===== config.mk =====
export PLATFORM = sky130hd
export DESIGN_NAME = ior_regs
export DESIGN_NICKNAME = d
export VERILOG_FILES = /design/src/core/ior_pkg.sv /design/src/core/ior_mag_trim.sv /design/src/core/ior_cmd_seq.sv /design/src/core/ior_regs.sv
export SDC_FILE = /design/constraint.sdc
export NUM_CORES = 1
export LEC_CHECK = 0
export ABC_AREA = 1
export BUFFER_PORTS_ARGS = -buffer_cell sky130_fd_sc_hd__buf_2
export CAP_MARGIN = 20
export CORE_ASPECT_RATIO = 1.4
export CORE_UTILIZATION = 49
export CTS_BUF_LIST = sky130_fd_sc_hd__clkbuf_2
export DETAILED_ROUTE_END_ITERATION = 16
export PLACE_DENSITY = 0.82
export SLEW_MARGIN = 5
export SYNTH_ARGS = -nofsm -noshare
export SYNTH_HDL_FRONTEND = slang
export SYNTH_SLANG_ARGS = --single-unit
export TNS_END_PERCENT = 1

===== constraint.sdc =====
create_clock -name core_clk_i -period 1.3 [get_ports core_clk_i]
set_input_delay 0.195 -clock core_clk_i [delete_from_list [all_inputs] [get_ports core_clk_i]]
set_output_delay 0.195 -clock core_clk_i [all_outputs]
set_load 0.02 [all_outputs]

===== src/core/ior_pkg.sv =====
// shared constants for the sensor output and command register bank
package ior_pkg;

  localparam int unsigned ADDR_W     = 7;
  localparam int unsigned DATA_W     = 16;
  localparam int unsigned BYTE_W     = 8;
  localparam int unsigned DEC_W      = 5;
  localparam int unsigned TEMP_W     = 12;
  localparam int unsigned SERIAL_W   = 12;
  localparam int unsigned MAG_LOW_W  = 4;
  localparam int unsigned FUNC_N     = 4;

  // byte offsets of the low byte of each register
  localparam logic [6:0] OFS_MAG_X_FIELD   = 7'h10;
  localparam logic [6:0] OFS_MAG_Y_FIELD   = 7'h12;
  localparam logic [6:0] OFS_MAG_Z_FIELD   = 7'h14;
  localparam logic [6:0] OFS_PRESSURE      = 7'h16;
  localparam logic [6:0] OFS_TEMPERATURE   = 7'h18;
  localparam logic [6:0] OFS_GLOBAL_TRIG   = 7'h3E;
  localparam logic [6:0] OFS_LOT_CODE_LOW  = 7'h52;
  localparam logic [6:0] OFS_LOT_CODE_HIGH = 7'h54;
  localparam logic [6:0] OFS_PART_IDENTITY = 7'h56;
  localparam logic [6:0] OFS_UNIT_SERIAL   = 7'h58;

  // trigger bit positions inside the global trigger register
  localparam int unsigned TRIG_SOFT_RESET  = 7;
  localparam int unsigned TRIG_FLASH_SAVE  = 3;
  localparam int unsigned TRIG_FACTORY     = 1;
  localparam int unsigned TRIG_BIAS        = 0;

  // internal function index used by the command sequencer
  localparam logic [1:0] FN_BIAS    = 2'h0;
  localparam logic [1:0] FN_FACTORY = 2'h1;
  localparam logic [1:0] FN_FLASH   = 2'h2;
  localparam logic [1:0] FN_RESET   = 2'h3;

  localparam logic [15:0] RST_DATA          = 16'h0000;
  localparam logic [15:0] RST_GLOBAL_TRIG   = 16'h0000;
  // arbitrary neutral identity defaults
  localparam logic [15:0] DEF_PART_IDENTITY = 16'h1A5C;
  localparam logic [31:0] DEF_LOT_CODE      = 32'h0000_0001;
  localparam logic [11:0] DEF_UNIT_SERIAL   = 12'h001;

  typedef enum logic [1:0] {
    IOR_IDLE,
    IOR_RUN,
    IOR_RELOAD
  } ior_seq_e;

  // pick the next pending function: reset first, then calibration, flash last
  function automatic logic [1:0] ior_pick_next(input logic [3:0] pend);
    logic [1:0] sel;
    sel = FN_BIAS;
    if (pend[FN_RESET]) begin
      sel = FN_RESET;
    end else if (pend[FN_BIAS]) begin
      sel = FN_BIAS;
    end else if (pend[FN_FACTORY]) begin
      sel = FN_FACTORY;
    end else if (pend[FN_FLASH]) begin
      sel = FN_FLASH;
    end
    return sel;
  endfunction : ior_pick_next

  // true when a byte address falls on the given 16-bit register
  function automatic logic ior_hit(input logic [6:0] addr, input logic [6:0] ofs);
    return addr[6:1] == ofs[6:1];
  endfunction : ior_hit

endpackage : ior_pkg


===== src/core/ior_mag_trim.sv =====
// clears the magnetometer low bits that the decimation setting leaves inactive
module ior_mag_trim
  import ior_pkg::*;
(
  input  wire logic [15:0]      raw_i,
  input  wire logic [DEC_W-1:0] decim_i,
  output logic      [15:0]      trim_o
);

  logic [MAG_LOW_W-1:0] low_mask;

  always_comb begin
    low_mask = '0;
    for (int i = 0; i < MAG_LOW_W; i++) begin
      // bit i is active once the decimation setting exceeds 3-i
      if (int'(decim_i) >= MAG_LOW_W - i) begin
        low_mask[i] = 1'b1;
      end
    end
    trim_o = {raw_i[15:MAG_LOW_W], raw_i[MAG_LOW_W-1:0] & low_mask};
  end

endmodule : ior_mag_trim


===== src/core/ior_cmd_seq.sv =====
// runs global trigger functions one at a time and clears each when it completes
module ior_cmd_seq
  import ior_pkg::*;
(
  input  wire logic              core_clk_i,
  input  wire logic              resetn_i,
  input  wire logic [FUNC_N-1:0] trig_set_i,
  input  wire logic [FUNC_N-1:0] func_done_i,
  input  wire logic              reload_done_i,
  output logic      [FUNC_N-1:0] func_start_o,
  output logic                   reload_start_o,
  output logic                   busy_o,
  output logic      [FUNC_N-1:0] pending_o
);

  ior_seq_e          state;
  ior_seq_e          next_state;
  logic [1:0]        cur;
  logic [1:0]        next_cur;
  logic [FUNC_N-1:0] pend;
  logic [FUNC_N-1:0] next_pend;
  logic [FUNC_N-1:0] next_func_start;
  logic              next_reload_start;

  always_comb begin
    next_state        = state;
    next_cur          = cur;
    next_func_start   = '0;
    next_reload_start = 1'b0;
    next_pend         = pend;
    case (state)
      IOR_IDLE: begin
        if (pend != '0) begin
          next_cur                              = ior_pick_next(pend);
          next_func_start[ior_pick_next(pend)] = 1'b1;
          next_state                            = IOR_RUN;
        end
      end
      IOR_RUN: begin
        if (func_done_i[cur]) begin
          next_pend[cur] = 1'b0;
          // new output data waits until control settings come back from flash
          if (cur == FN_FLASH || cur == FN_RESET) begin
            next_reload_start = 1'b1;
            next_state        = IOR_RELOAD;
          end else begin
            next_state = IOR_IDLE;
          end
        end
      end
      IOR_RELOAD: begin
        if (reload_done_i) begin
          next_state = IOR_IDLE;
        end
      end
      default: begin
        next_state = IOR_IDLE;
      end
    endcase
    // a fresh write wins over the completion clear
    next_pend = next_pend | trig_set_i;
  end

  always_ff @(posedge core_clk_i or negedge resetn_i) begin
    if (!resetn_i) begin
      state          <= IOR_IDLE;
      cur            <= FN_BIAS;
      pend           <= '0;
      func_start_o   <= '0;
      reload_start_o <= 1'b0;
    end else begin
      state          <= next_state;
      cur            <= next_cur;
      pend           <= next_pend;
      func_start_o   <= next_func_start;
      reload_start_o <= next_reload_start;
    end
  end

  assign busy_o    = (state != IOR_IDLE) || (pend != '0);
  assign pending_o = pend;

endmodule : ior_cmd_seq


===== src/core/ior_regs.sv =====
// magnetometer, pressure, temperature, global trigger and identity register bank
//
// Notes on behaviour
// - With no decimation the four low bits of every magnetometer register read as zero.
// - The number of active low magnetometer bits equals the decimation setting, up to four.
// - The three magnetometer registers hold signed 16-bit field values, with inactive low bits cleared by the decimation setting.
// - The pressure register holds an unsigned 16-bit value, passed through unchanged.
// - The temperature register holds a 12-bit signed reading in bits 11:0, upper bits zero.
// - A trigger bit written as one stays set until its function reports completion.
// - Bit 7 of the trigger register starts a software reset.
// - Bit 3 of the trigger register starts a copy of the user registers into flash.
// - After a flash copy or reset, control settings reload before outputs update again.
// - The trigger register reads as zero; bit 1 restores factory calibration, bit 0 corrects bias.
// - The part identity register always returns a fixed 16-bit code.
// - Two read-only registers together give a 32-bit lot code, low half first.
// - The serial register holds a 12-bit number in bits 11:0 with bits 15:12 zero.
// - Writes arrive one byte at a time; even address is bits 7:0, odd is bits 15:8.
// - The new-data flag rises on a magnetometer/pressure update and falls on a read of them.
module ior_regs
  import ior_pkg::*;
#(
  parameter logic [15:0]       PART_IDENTITY = DEF_PART_IDENTITY,
  parameter logic [31:0]       LOT_CODE      = DEF_LOT_CODE,
  parameter logic [SERIAL_W-1:0] UNIT_SERIAL = DEF_UNIT_SERIAL
) (
  input  wire logic                core_clk_i,
  input  wire logic                resetn_i,
  input  wire logic                reg_wr_i,
  input  wire logic                reg_rd_i,
  input  wire logic [ADDR_W-1:0]   reg_addr_i,
  input  wire logic [BYTE_W-1:0]   reg_wdata_i,
  output logic      [DATA_W-1:0]   rd_data_o,
  output logic                     rd_valid_o,
  input  wire logic [15:0]         mag_x_i,
  input  wire logic [15:0]         mag_y_i,
  input  wire logic [15:0]         mag_z_i,
  input  wire logic [15:0]         baro_i,
  input  wire logic                mag_baro_upd_i,
  input  wire logic [TEMP_W-1:0]   temp_i,
  input  wire logic                temp_upd_i,
  input  wire logic [DEC_W-1:0]    decim_i,
  input  wire logic [FUNC_N-1:0]   func_done_i,
  input  wire logic                reload_done_i,
  output logic                     bias_start_o,
  output logic                     factory_start_o,
  output logic                     flash_start_o,
  output logic                     soft_reset_o,
  output logic                     reload_start_o,
  output logic                     cmd_busy_o,
  output logic                     new_mag_baro_o
);

  // output data registers
  logic [15:0]       mag_x_field;
  logic [15:0]       mag_y_field;
  logic [15:0]       mag_z_field;
  logic [15:0]       pressure_value;
  logic [15:0]       internal_temperature;
  logic [15:0]       next_mag_x_field;
  logic [15:0]       next_mag_y_field;
  logic [15:0]       next_mag_z_field;
  logic [15:0]       next_pressure_value;
  logic [15:0]       next_internal_temperature;

  // read port and flags
  logic [15:0]       next_rd_data;
  logic              next_rd_valid;
  logic              next_new_mag_baro;
  logic              next_cmd_busy;

  // command path
  logic [FUNC_N-1:0] trig_set;
  logic [FUNC_N-1:0] seq_start;
  logic              seq_reload;
  logic              seq_busy;
  logic [15:0]       mag_x_trim;
  logic [15:0]       mag_y_trim;
  logic [15:0]       mag_z_trim;
  logic              mag_read;
  logic              hold_out;

  ior_mag_trim u_trim_x (
    .raw_i   (mag_x_i),
    .decim_i (decim_i),
    .trim_o  (mag_x_trim)
  );

  ior_mag_trim u_trim_y (
    .raw_i   (mag_y_i),
    .decim_i (decim_i),
    .trim_o  (mag_y_trim)
  );

  ior_mag_trim u_trim_z (
    .raw_i   (mag_z_i),
    .decim_i (decim_i),
    .trim_o  (mag_z_trim)
  );

  // trigger register write decode: only the low byte carries function bits
  always_comb begin
    trig_set = '0;
    if (reg_wr_i && reg_addr_i == OFS_GLOBAL_TRIG) begin
      trig_set[FN_RESET]   = reg_wdata_i[TRIG_SOFT_RESET];
      trig_set[FN_FLASH]   = reg_wdata_i[TRIG_FLASH_SAVE];
      trig_set[FN_FACTORY] = reg_wdata_i[TRIG_FACTORY];
      trig_set[FN_BIAS]    = reg_wdata_i[TRIG_BIAS];
    end
  end

  ior_cmd_seq u_seq (
    .core_clk_i     (core_clk_i),
    .resetn_i       (resetn_i),
    .trig_set_i     (trig_set),
    .func_done_i    (func_done_i),
    .reload_done_i  (reload_done_i),
    .func_start_o   (seq_start),
    .reload_start_o (seq_reload),
    .busy_o         (seq_busy),
    .pending_o      ()
  );

  // output data freezes while a global function or reload is in progress
  assign hold_out = seq_busy;

  always_comb begin
    next_mag_x_field          = mag_x_field;
    next_mag_y_field          = mag_y_field;
    next_mag_z_field          = mag_z_field;
    next_pressure_value       = pressure_value;
    next_internal_temperature = internal_temperature;
    if (mag_baro_upd_i && !hold_out) begin
      next_mag_x_field    = mag_x_trim;
      next_mag_y_field    = mag_y_trim;
      next_mag_z_field    = mag_z_trim;
      next_pressure_value = baro_i;
    end
    if (temp_upd_i && !hold_out) begin
      next_internal_temperature = {{(DATA_W-TEMP_W){1'b0}}, temp_i};
    end
  end

  always_ff @(posedge core_clk_i or negedge resetn_i) begin
    if (!resetn_i) begin
      mag_x_field          <= RST_DATA;
      mag_y_field          <= RST_DATA;
      mag_z_field          <= RST_DATA;
      pressure_value       <= RST_DATA;
      internal_temperature <= RST_DATA;
    end else begin
      mag_x_field          <= next_mag_x_field;
      mag_y_field          <= next_mag_y_field;
      mag_z_field          <= next_mag_z_field;
      pressure_value       <= next_pressure_value;
      internal_temperature <= next_internal_temperature;
    end
  end

  // read decode; a write to any of these addresses except the trigger register is simply dropped
  always_comb begin
    next_rd_data  = 16'h0000;
    next_rd_valid = reg_rd_i;
    mag_read      = 1'b0;
    if (reg_rd_i) begin
      if (ior_hit(reg_addr_i, OFS_MAG_X_FIELD)) begin
        next_rd_data = mag_x_field;
        mag_read     = 1'b1;
      end else if (ior_hit(reg_addr_i, OFS_MAG_Y_FIELD)) begin
        next_rd_data = mag_y_field;
        mag_read     = 1'b1;
      end else if (ior_hit(reg_addr_i, OFS_MAG_Z_FIELD)) begin
        next_rd_data = mag_z_field;
        mag_read     = 1'b1;
      end else if (ior_hit(reg_addr_i, OFS_PRESSURE)) begin
        next_rd_data = pressure_value;
        mag_read     = 1'b1;
      end else if (ior_hit(reg_addr_i, OFS_TEMPERATURE)) begin
        next_rd_data = internal_temperature;
      end else if (ior_hit(reg_addr_i, OFS_GLOBAL_TRIG)) begin
        next_rd_data = RST_GLOBAL_TRIG;
      end else if (ior_hit(reg_addr_i, OFS_LOT_CODE_LOW)) begin
        next_rd_data = LOT_CODE[15:0];
      end else if (ior_hit(reg_addr_i, OFS_LOT_CODE_HIGH)) begin
        next_rd_data = LOT_CODE[31:16];
      end else if (ior_hit(reg_addr_i, OFS_PART_IDENTITY)) begin
        next_rd_data = PART_IDENTITY;
      end else if (ior_hit(reg_addr_i, OFS_UNIT_SERIAL)) begin
        next_rd_data = {{(DATA_W-SERIAL_W){1'b0}}, UNIT_SERIAL};
      end
    end
    // writes to output and identity registers never reach any storage
    if (reg_wr_i) begin
      next_rd_valid = 1'b0;
      next_rd_data  = 16'h0000;
      mag_read      = 1'b0;
    end
  end

  // set wins over the read clear so an update in the read cycle is not lost
  always_comb begin
    next_new_mag_baro = new_mag_baro_o;
    if (mag_read) begin
      next_new_mag_baro = 1'b0;
    end
    if (mag_baro_upd_i && !hold_out) begin
      next_new_mag_baro = 1'b1;
    end
    next_cmd_busy = seq_busy | (trig_set != '0);
  end

  always_ff @(posedge core_clk_i or negedge resetn_i) begin
    if (!resetn_i) begin
      rd_data_o      <= 16'h0000;
      rd_valid_o     <= 1'b0;
      new_mag_baro_o <= 1'b0;
      cmd_busy_o     <= 1'b0;
    end else begin
      rd_data_o      <= next_rd_data;
      rd_valid_o     <= next_rd_valid;
      new_mag_baro_o <= next_new_mag_baro;
      cmd_busy_o     <= next_cmd_busy;
    end
  end

  // start strobes come straight from the sequencer's flip-flops
  assign bias_start_o    = seq_start[FN_BIAS];
  assign factory_start_o = seq_start[FN_FACTORY];
  assign flash_start_o   = seq_start[FN_FLASH];
  assign soft_reset_o    = seq_start[FN_RESET];
  assign reload_start_o  = seq_reload;

endmodule : ior_regs


==> results of run 1 <==
[placed cells by master, fill, tap and decap left out, drive strengths merged, types with 2 or more instances in the layout]
| cell type | synthesis | routed |
|---|---|---|
| nand2 | 233 | 233 |
| buf | 18 | 175 |
| dfrtp | 108 | 108 |
| dlygate4sd3 | 0 | 95 |
| o21ai | 52 | 52 |
| inv | 49 | 50 |
| nor2 | 50 | 50 |
| a21oi | 33 | 33 |
| nand3 | 28 | 28 |
| clkbuf | 5 | 14 |
| o211ai | 6 | 6 |
| or2 | 5 | 5 |
| nand4 | 4 | 4 |
| nor3 | 4 | 4 |
| clkinv | 1 | 3 |
| nand3b | 2 | 2 |
| clkinvlp | 0 | 2 |
[worst register-to-register path, stage by stage (launching register included)]
cell	delay [ns]
dfrtp_1	0.50
nor2_4	0.16
nand4_4	0.12
nor2_4	0.15
buf_12	0.16
buf_12	0.13
buf_8	0.14
nand2_1	0.06
nand2_1	0.07
[report_power, final]
part	switching (mW)	leakage [nW]	total [mW]	internal [mW]
clock	1.12	0.0544	1.38	0.255
sequential	0.681	1.37	5.30	4.61
combinational	2.73	2.42	4.88	2.15
total	4.53	3.84	11.5	7.02
[final timing paths]
check,to,slack [ns],cells after the start
worst min register to register,mag_z_field[6]$_DFFE_PN0P_,0.50,2
max in group asynchronous,mag_z_field[9]$_DFFE_PN0P_,0.75,3
worst max-delay path,mag_x_field[14]$_DFFE_PN0P_,-0.21,8
worst max register to register,mag_x_field[14]$_DFFE_PN0P_,-0.21,8
worst min-delay path,rd_data_o[8]$_DFF_PN0_,0.01,6
min in group asynchronous,u_seq.func_start_o[3]$_DFF_PN0_,0.07,3
[logic make-up (layout without fill, tap and decap cells)]
group,count (synthesis),in the layout,synth area share [%]
buf+inv,73,340,6.79
other cells,0,1,0
simple gates,327,327,27.8
flops,108,108,55.7
compound gates,91,91,9.70
[metal layers]
layer	up-vias	routed length [um]	global-route usage, %
met1	2436	5980	32.2
met3	96	799	4.26
li1	2409	-	-
met2	267	8090	51.0
met4	0	982	14.7
met5	-	0	0
[sequential cells by signal (all words and copies together), names as in the netlist]
signal,count
cmd_busy_o,1
internal_temperature,12
mag_x_field,16
mag_y_field,16
mag_z_field,16
new_mag_baro_o,1
pressure_value,16
rd_data_o,16
rd_valid_o,1
u_seq.cur,2
u_seq.func_start_o,4
u_seq.pending_o,4
u_seq.reload_start_o,1
u_seq.state,2
[area by class of cell]
cell class                      count  area (um2)  share of cell area (%)
Multi-Input combinational cell    418        1910                    26.2
Inverter                           50         193                    2.65
Tap cell                          132         165                    2.27
Clock buffer                       10        50.0                   0.688
Clock inverter                      5        37.5                   0.516
Sequential cell                   108        2700                    37.2
Antenna cell                        1        2.50                  0.0344
Timing Repair Buffer              275        2210                    30.4
[timing repair]
action / in CTS / in global routing
hold buffers: 96 / 0
setup endpoints to repair: 105 / 111
hold endpoints to repair: 196 / 0
gates cloned: 0 / 6
pin swaps: 1 / 7
buffers inserted: 0 / 6
resized for setup: 5 / 47
==> run_results.csv, run 1 <==
group,metric,value,unit
outcome,status,"finished, violations left",
outcome,failed_checks,"setup timing",
grt,grt_pass1_wl,22.4,mm
setup_path,cp-startpoint,"u_seq.pending_o[0]$_DFF_PN0_",
synth,synth_cells,599,
worst_hold_path,hp-start,"reg_rd_i",
final_layout,drive_gt1_share,27.4,%
placed_design,dp_hpwl,8.98,mm
clocking,clkTransAtPathRegs,0.31,ns
setup_path,crit_path_top_delay_cell,"dfrtp_1",
floorplanning,initial_core_util,51.0,%
timing,rsz0062_at_grt,"yes",
timing,tightestPinTransition,0.621,ns
floorplanning,dieArea,0.0103,mm2
power,ir_drop,0.000820,V
synth,synthArstFlopShare,100,%
power,p_total,11.5,mW
placed_design,dp.cells,875,
clocking,cts_made_buffers,9,
synth,synthTopCellsByArea,"dfrtp_1 56%, nand2_1 18%, o21ai_0 4.4%",
power,power_leakage,3.84,nW
final_layout,fillerInstances,631,
placed_design,gp_congestion,0.824,
setup_path,timing.critical_path.buf_inv,3,
routing,viasPerCell,5.21,
synth,synth.distinct_cells,25,
timing,skew,0.0716,ns
routing,ant_nets,0,
setup_path,path_cells,"nor2_4 > nand4_4 > nor2_4 > buf_12 > buf_12 > buf_8 > nand2_1 > nand2_1",
synth,synth.top_cells.by_count,"231 x nand2_1, 108 x dfrtp_1, 45 x inv_1",
run,max_cap_viol_count,0,
synth,synth_warnings,0,
clocking,clkSinkCount,108,
timing,hold_ws,0.0102,ns
worst_hold_path,hp-class,"in -> reg",
routing,num_vias,5208,
synth,synth_top_area_share,55.7,%
floorplanning,die_w,86.1,um
timing,max_freq,0.661,GHz
clocking,cts_tree,"done",
floorplanning,core,0.00951,mm2
floorplanning,die_h,120,um
setup_path,worst-path-max-fanout,6,
routing,initialDrtViolationCount,442,
synth,synthFlopType,"dfrtp_1",
setup_path,critPathRequiredTime,1.86,ns
timing,finalSetupViolations,108,
setup_path,cp_slowest_stage_delay,0.50,ns
synth,syn_avg_cell_area,8.09,um2
floorplanning,io_pins,131,
setup_path,criticalPathCategory,"reg -> reg",
final_layout,stdcell_count,999,
timing,fin_crit_sh,116,%
setup_path,critical-path-top-delay-family,"simple AND/OR/NAND/NOR gates",
synth,syn_nets,706,
floorplanning,row_count,42,
synth,synth.most_common_cell,"nand2_1",
timing,timing.final.max_slew_violations,0,
placed_design,port-buffer-count,126,
synth,yosysTopAreaCell,"dfrtp_1",
synth,synth_seq_area_share,55.7,%
routing,drt_first_pass_iters,5,
timing,hold_viol,0,
clocking,htreeDepth,3,
setup_path,worst_r2r_startpoint,"u_seq.pending_o[0]$_DFF_PN0_",
placed_design,dp_slack,-0.158,ns
setup_path,critPathArrivalTime,2.08,ns
synth,synth-edff-count,0,
power,pwr_density_cell,1590,mW/mm2
routing,wl_per_cell,15.9,um
grt,track_usage,28.4,%
timing,fin_ws,-0.213,ns
final_layout,area_growth,50.0,%
final_layout,fin_util,76.4,%
synth,ys_ff_latch,108,
clocking,cts_buffer_depth,2,
setup_path,start_kind,"register",
grt,antenna_found_initial,1,
clocking,clk_latency,0.63,ns
final_layout,nNetsFinal,969,
placed_design,place_area,0.00590,mm2
timing,fin_crit,1.51,ns
grt,grt_pass1_vias,5007,
routing,wl,15.8,mm
synth,synth_area,0.00485,mm2
grt,overflow,0,
grt,grt_start_max_net_pins,72,
clocking,clockRootBuffer,"clkbuf_2",
timing,finalSetupTns,-14.62,ns
setup_path,critPathCaptureType,"register",
routing,drc,0,
final_layout,finish.instance_area,0.00727,mm2
timing,relSlewSlack,58.2,%
Power figures use the tool's default switching activity.
==> inputs of run 2 (changes only) <==
- CORE_UTILIZATION: 49 -> 50
- PLACE_DENSITY: 0.82 -> 0.83
- SYNTH_HIERARCHICAL: not set -> 1
==> run 2 against run 1 <==
Clock skew decreased by 0.042 ns. Largest power group unchanged. Global-route usage shrank 0.99 points. Via count shrank 8.6%. The flow still finishes with violations (setup timing). Cell area up 0.59%. Hold slack improved by 0.024 ns.
==> run_results.csv, run 2 <==
group,metric,value,unit
outcome,status,"finished, violations left",
outcome,failed_checks,"setup timing",
synth,synth.distinct_cells,27,
placed_design,gp_congestion,0.841,
power,pwr_density_cell,1560,mW/mm2
timing,hold_viol,0,
power,pwr-share-comb,38.5,%
final_layout,finish.instance_area,0.00731,mm2
grt,grt_start_max_net_pins,37,
run,max_cap_viol_count,0,
placed_design,dp_hpwl,9.12,mm
power,p_seq_share,46.7,%
grt,overflow,0,
synth,syn_avg_cell_area,9.33,um2
timing,tightestPinTransition,0.457,ns
setup_path,criticalPathCategory,"reg -> reg",
floorplanning,initial_core_util,51.0,%
timing,relSlewSlack,69.5,%
final_layout,mostFrequentLayoutCells,"118 x buf_2, 108 x dfrtp_1, 81 x dlygate4sd3_1",
synth,synthArstFlopShare,100,%
floorplanning,die_w,88.9,um
floorplanning,io_pins,131,
final_layout,area_growth,38.5,%
power,p_total,11.4,mW
routing,ant_nets,0,
setup_path,cp-startpoint,"u_seq/state[0]$_DFFE_PN0P_",
setup_path,critPathArrivalTime,2.00,ns
synth,synth_cells,566,
power,power_leakage,3.74,nW
routing,drt_first_pass_iters,5,
synth,synth.most_common_cell,"dfrtp_1",
placed_design,dp.cells,823,
synth,synthMuxAreaShare,11.7,%
timing,skew,0.0295,ns
final_layout,fin_util,70.7,%
synth,synth_xor_area_share,0,%
clocking,clkSinkCount,108,
setup_path,critPathCaptureType,"register",
clocking,cts_buffer_depth,2,
clocking,clk_latency,0.56,ns
setup_path,worst_r2r_startpoint,"u_seq/state[0]$_DFFE_PN0P_",
placed_design,dp_slack,-0.180,ns
routing,wl_per_cell,15.8,um
synth,synthTopCellsByArea,"dfrtp_1 51%, mux2_2 12%, nand2_1 5.7%",
floorplanning,dieArea,0.0110,mm2
synth,synth_top_family_by_area,"simple AND/OR/NAND/NOR gates",
timing,finalSetupTns,-14.86,ns
grt,antenna_found_initial,0,
timing,fin_crit_sh,118,%
synth,synth_adder_area_share,0,%
final_layout,stdcell_count,927,
routing,drc,0,
clocking,cts_made_buffers,9,
grt,grt_pass1_wl,22.4,mm
routing,viasPerCell,5.14,
setup_path,worst-path-max-fanout,8,
timing,hold_ws,0.0338,ns
synth,synth_warnings,6,
setup_path,reg2reg_to,"pressure_value[9]$_DFFE_PN0P_",
synth,synthSimpleGateAreaFrac,15.6,%
timing,max_freq,0.651,GHz
synth,synth_area,0.00528,mm2
routing,num_vias,4761,
floorplanning,core,0.0103,mm2
synth,synth.top_cells.by_count,"108 x dfrtp_1, 80 x nand2_1, 63 x inv_1",
synth,synthFlopType,"dfrtp_1",
final_layout,drive_gt1_share,36.6,%
routing,initialDrtViolationCount,288,
synth,synth_seq_area_share,51.2,%
power,switching_power,3.75,mW
synth,synth-edff-count,0,
power,ir_drop,0.000701,V
synth,synth_top_area_share,51.2,%
setup_path,setup.worst_path.end,"pressure_value[9]$_DFFE_PN0P_",
timing,rsz0062_at_grt,"yes",
routing,wl,14.6,mm
synth,syn_nets,673,
timing,finalSetupViolations,100,
floorplanning,row_count,44,
synth,synth_compound_area_share,9.33,%
final_layout,nNetsFinal,892,
placed_design,place_area,0.00615,mm2
setup_path,start_kind,"register",
clocking,htreeDepth,3,
power,p_int,7.64,mW
setup_path,critPathRequiredTime,1.76,ns
clocking,clockRootBuffer,"clkbuf_2",
floorplanning,die_h,124,um
placed_design,port-buffer-count,126,
timing,fin_crit,1.54,ns
final_layout,final_common_cell,"buf_2",
setup_path,worst-r2r-setup-slack,-0.24,ns
clocking,clkTransAtPathRegs,0.27,ns
grt,track_usage,27.4,%
synth,ys_ff_latch,108,
synth,yosysTopAreaCell,"dfrtp_1",
final_layout,insertedDiodeCount,0,
worst_hold_path,hp-class,"in -> async",
grt,grt_pass1_vias,4847,
power,p_sw_share,32.9,%
setup_path,rr_worst_depth,8,
clocking,cts_tree,"done",
power,clock_power_share,14.8,%
timing,fin_ws,-0.237,ns
timing,timing.final.max_slew_violations,0,
run 2: repair_timing:
item	4_1_cts	5_1_grt
hold buffers	82	0
hold endpoints to repair	187	0
resized for setup	13	14
setup buffers	1	2
pin swaps	3	3
setup endpoints to repair	100	101
cloned	2	2
run 2: kinds of logic (layout without fill, tap and decap cells):
group,count (synthesis),count (layout)
multiplexers,55,55
AND/OR/NAND/NOR,187,187
flip-flops,108,108
buffers and inverters,125,348
AO/OA/AOI/OAI,91,91
run 2: critical path, cell delays in order (launching register included):
cell and delay (ns):
dfrtp_1 0.44, inv_1 0.06, nand2_2 0.07, inv_2 0.06
nand4_1 0.09, inv_2 0.12, nand2_8 0.12, clkbuf_16 0.19
mux2_2 0.27
run 2: worst min path at each step:
stage | cells past startpoint | start | end
after floorplan | 0 | resetn_i | cmd_busy_o$_DFF_PN0_
after global placement | 1 | resetn_i | u_seq/reload_start_o$_DFF_PN0_
after detailed placement | 1 | resetn_i | u_seq/state[1]$_DFFE_PN0P_
after CTS | 3 | mag_y_i[2] | mag_y_field[2]$_DFFE_PN0P_
after global routing | 3 | mag_x_i[0] | mag_x_field[0]$_DFFE_PN0P_
final | 2 | resetn_i | u_seq/cur[0]$_DFFE_PN0P_
run 2: final cells by class:
type / count / area (um2)
Clock buffer: 10 / 50.0
Timing Repair Buffer: 261 / 2060
Clock inverter: 5 / 77.6
Inverter: 72 / 270
Multi-Input combinational cell: 333 / 1980
Tap cell: 138 / 173
Sequential cell: 108 / 2700
Fill cell: 725 / 3040
run 2: power groups by stage:
stage / logic [mW] / clock network (mW) / registers, mW
after global placement: 3.33 / 0 / 5.26
final: 4.39 / 1.68 / 5.32
after floorplan: 2.59 / 0 / 5.21
after detailed placement: 3.54 / 0 / 5.35
after global routing: 4.75 / 1.82 / 5.46
after CTS: 4.07 / 1.70 / 5.26
run 2: per-layer routing:
| layer | track usage [%] | up-vias | wire, um |
|---|---|---|---|
| met5 | 0 | - | 0 |
| met2 | 48.8 | 208 | 7750 |
| met4 | 15.7 | 0 | 723 |
| met3 | 4.97 | 59 | 754 |
| met1 | 30.3 | 2278 | 5380 |
| li1 | - | 2216 | - |
==> inputs of run 3 (changes only) <==
--- a/constraint.sdc
+++ b/constraint.sdc
@@ -3,2 +3,2 @@
 set_output_delay 0.195 -clock core_clk_i [all_outputs]
-set_load 0.02 [all_outputs]
+set_load 0.1 [all_outputs]
==> run 3 against run 2 <==
Combinational power grew 11%. The run still ends with setup timing left. Clock skew is 0.011 ns higher. Critical path type unchanged. Maximum frequency up 1.1%.
==> run_results.csv, run 3 (synthesis gave the netlist of run 2 again) <==
group,metric,value,unit
timing,rsz0062_at_grt,"yes",
routing,drc,0,
setup_path,worst_r2r_startpoint,"u_seq/state[1]$_DFFE_PN0P_",
routing,initialDrtViolationCount,243,
power,power_leakage,3.80,nW
setup_path,crit_top_cell,"inv_2",
clocking,htreeDepth,3,
setup_path,worst-path-max-fanout,14,
floorplanning,die_w,88.9,um
power,pwr-share-comb,41.4,%
setup_path,criticalPathCategory,"reg -> reg",
final_layout,area_growth,44.7,%
clocking,clkSinkCount,108,
clocking,clk_latency,0.59,ns
setup_path,critPathRequiredTime,1.80,ns
final_layout,final_common_cell,"dfrtp_1",
routing,viasPerCell,5.09,
run,max_cap_viol_count,0,
setup_path,critPathCaptureType,"register",
setup_path,timing.critical_path.buf_inv,4,
power,p_seq_share,45.6,%
floorplanning,core,0.0103,mm2
timing,max_freq,0.658,GHz
grt,grt_pass1_vias,5192,
setup_path,critPathArrivalTime,2.03,ns
final_layout,fin_util,73.8,%
placed_design,dp_slack,-0.162,ns
floorplanning,row_count,44,
placed_design,gp_congestion,0.845,
timing,fin_crit,1.52,ns
clocking,cts_made_buffers,9,
timing,finalSetupTns,-16.89,ns
grt,overflow,0,
timing,fin_ws,-0.220,ns
grt,grt_start_max_net_pins,37,
grt,grt_pass1_wl,23.5,mm
timing,timing.final.max_slew_violations,0,
outcome,failed_checks,"setup timing",
power,switching_power,4.23,mW
outcome,status,"finished, violations left",
placed_design,port-buffer-count,126,
power,pwr_density_cell,1540,mW/mm2
final_layout,stdcell_count,935,
setup_path,cp_slowest_stage_delay,0.44,ns
placed_design,place_area,0.00620,mm2
final_layout,mostFrequentLayoutCells,"107 x dfrtp_1, 101 x buf_2, 89 x dlygate4sd3_1",
setup_path,start_kind,"register",
routing,ant_nets,0,
worst_hold_path,hp-class,"in -> reg",
timing,tightestPinTransition,0.653,ns
routing,drt_first_pass_iters,4,
placed_design,dp.cells,823,
setup_path,cp-startpoint,"u_seq/state[1]$_DFFE_PN0P_",
timing,fin_crit_sh,117,%
timing,finalSetupViolations,100,
routing,wl,15.5,mm
placed_design,dp_hpwl,9.15,mm
setup_path,crit_path_top_delay_cell,"dfrtp_1",
final_layout,finish.instance_area,0.00764,mm2
final_layout,drive_gt1_share,37.3,%
timing,relSlewSlack,56.4,%
power,clock_power_share,13.0,%
final_layout,nNetsFinal,898,
timing,hold_viol,0,
floorplanning,io_pins,131,
grt,track_usage,29.3,%
floorplanning,dieArea,0.0110,mm2
clocking,clkTransAtPathRegs,0.28,ns
grt,antenna_found_initial,0,
routing,num_vias,4763,
power,ir_drop,0.000739,V
clocking,cts_tree,"done",
setup_path,critical-path-top-delay-family,"flip-flops",
timing,skew,0.0405,ns
floorplanning,die_h,124,um
worst_hold_path,hp-start,"reg_rd_i",
setup_path,path_cells,"inv_2 > nand2_2 > inv_2 > nand4_1 > inv_2 > nand2_8 > buf_16 > mux2_2",
clocking,clockRootBuffer,"clkbuf_2",
power,p_sw_share,35.9,%
routing,wl_per_cell,16.6,um
power,p_int,7.55,mW
clocking,cts_buffer_depth,2,
floorplanning,initial_core_util,51.0,%
[run 3: changes by cell type in the layout (fill, tap and decap cells not counted), sizes merged]
cell         before  now
buf             177  176
bufinv            2    1
clkbuf           12   11
clkinv            3    2
clkinvlp          0    2
diode             0    1
dlygate4sd3      81   89
inv              72   73
[run 3: worst reg2reg max path, cell delays in order (launching register included)]
cell     delay, ns
dfrtp_1       0.44
inv_2         0.06
nand2_2       0.06
inv_2         0.06
nand4_1       0.11
inv_2         0.12
nand2_8       0.11
buf_16        0.18
mux2_2        0.30
[run 3: layout make-up]
type                            count  area (um2)
Tap cell                          138         173
Inverter                           72         270
Clock buffer                       10        50.0
Fill cell                         680        2710
Sequential cell                   108        2700
Timing Repair Buffer              267        2380
Clock inverter                      6        63.8
Antenna cell                        1        2.50
Multi-Input combinational cell    333        2000
[run 3: per-layer routing]
metal	vias up	global-route usage, %	wire [um]
li1	2240	-	-
met1	2244	28.6	5490
met2	195	53.5	8170
met3	84	4.31	664
met4	0	24.2	1210
met5	-	0	0
[run 3: what timing repair did]
action	4_1_cts	5_1_grt
hold buffers	89	1
buffers inserted	3	0
cloned	1	1
endpoints found under the hold margin	191	1
resized for setup	81	18
pin swaps	3	1
setup endpoints to repair	100	108
[run 3: per-stage QoR]
stage               power (mW)  hold slack [ns]
finish                    11.8           0.0544
global route              12.4           0.0436
CTS                       11.4         0.000867
detailed placement        9.24            0.150
global placement          8.94            0.146
floorplan                 8.13           -0.101
[run 3: worst paths after layout]
check,endpoint,slack (ns),cells past startpoint
max reg2reg,mag_x_field[6]$_DFFE_PN0P_,-0.22,8
min reg2reg,mag_y_field[10]$_DFFE_PN0P_,0.53,2
max,mag_x_field[6]$_DFFE_PN0P_,-0.22,8
min,new_mag_baro_o$_DFFE_PN0P_,0.05,5
min in group asynchronous,mag_y_field[8]$_DFFE_PN0P_,0.13,3
max in group asynchronous,u_seq/cur[0]$_DFFE_PN0P_,0.11,3
[run 3: power groups by stage]
stage	sequential, mW	clock (mW)	combinational, mW
global route	5.50	1.67	5.23
CTS	5.30	1.56	4.54
detailed placement	5.37	0	3.87
finish	5.37	1.53	4.88
global placement	5.27	0	3.66
floorplan	5.53	0	2.59
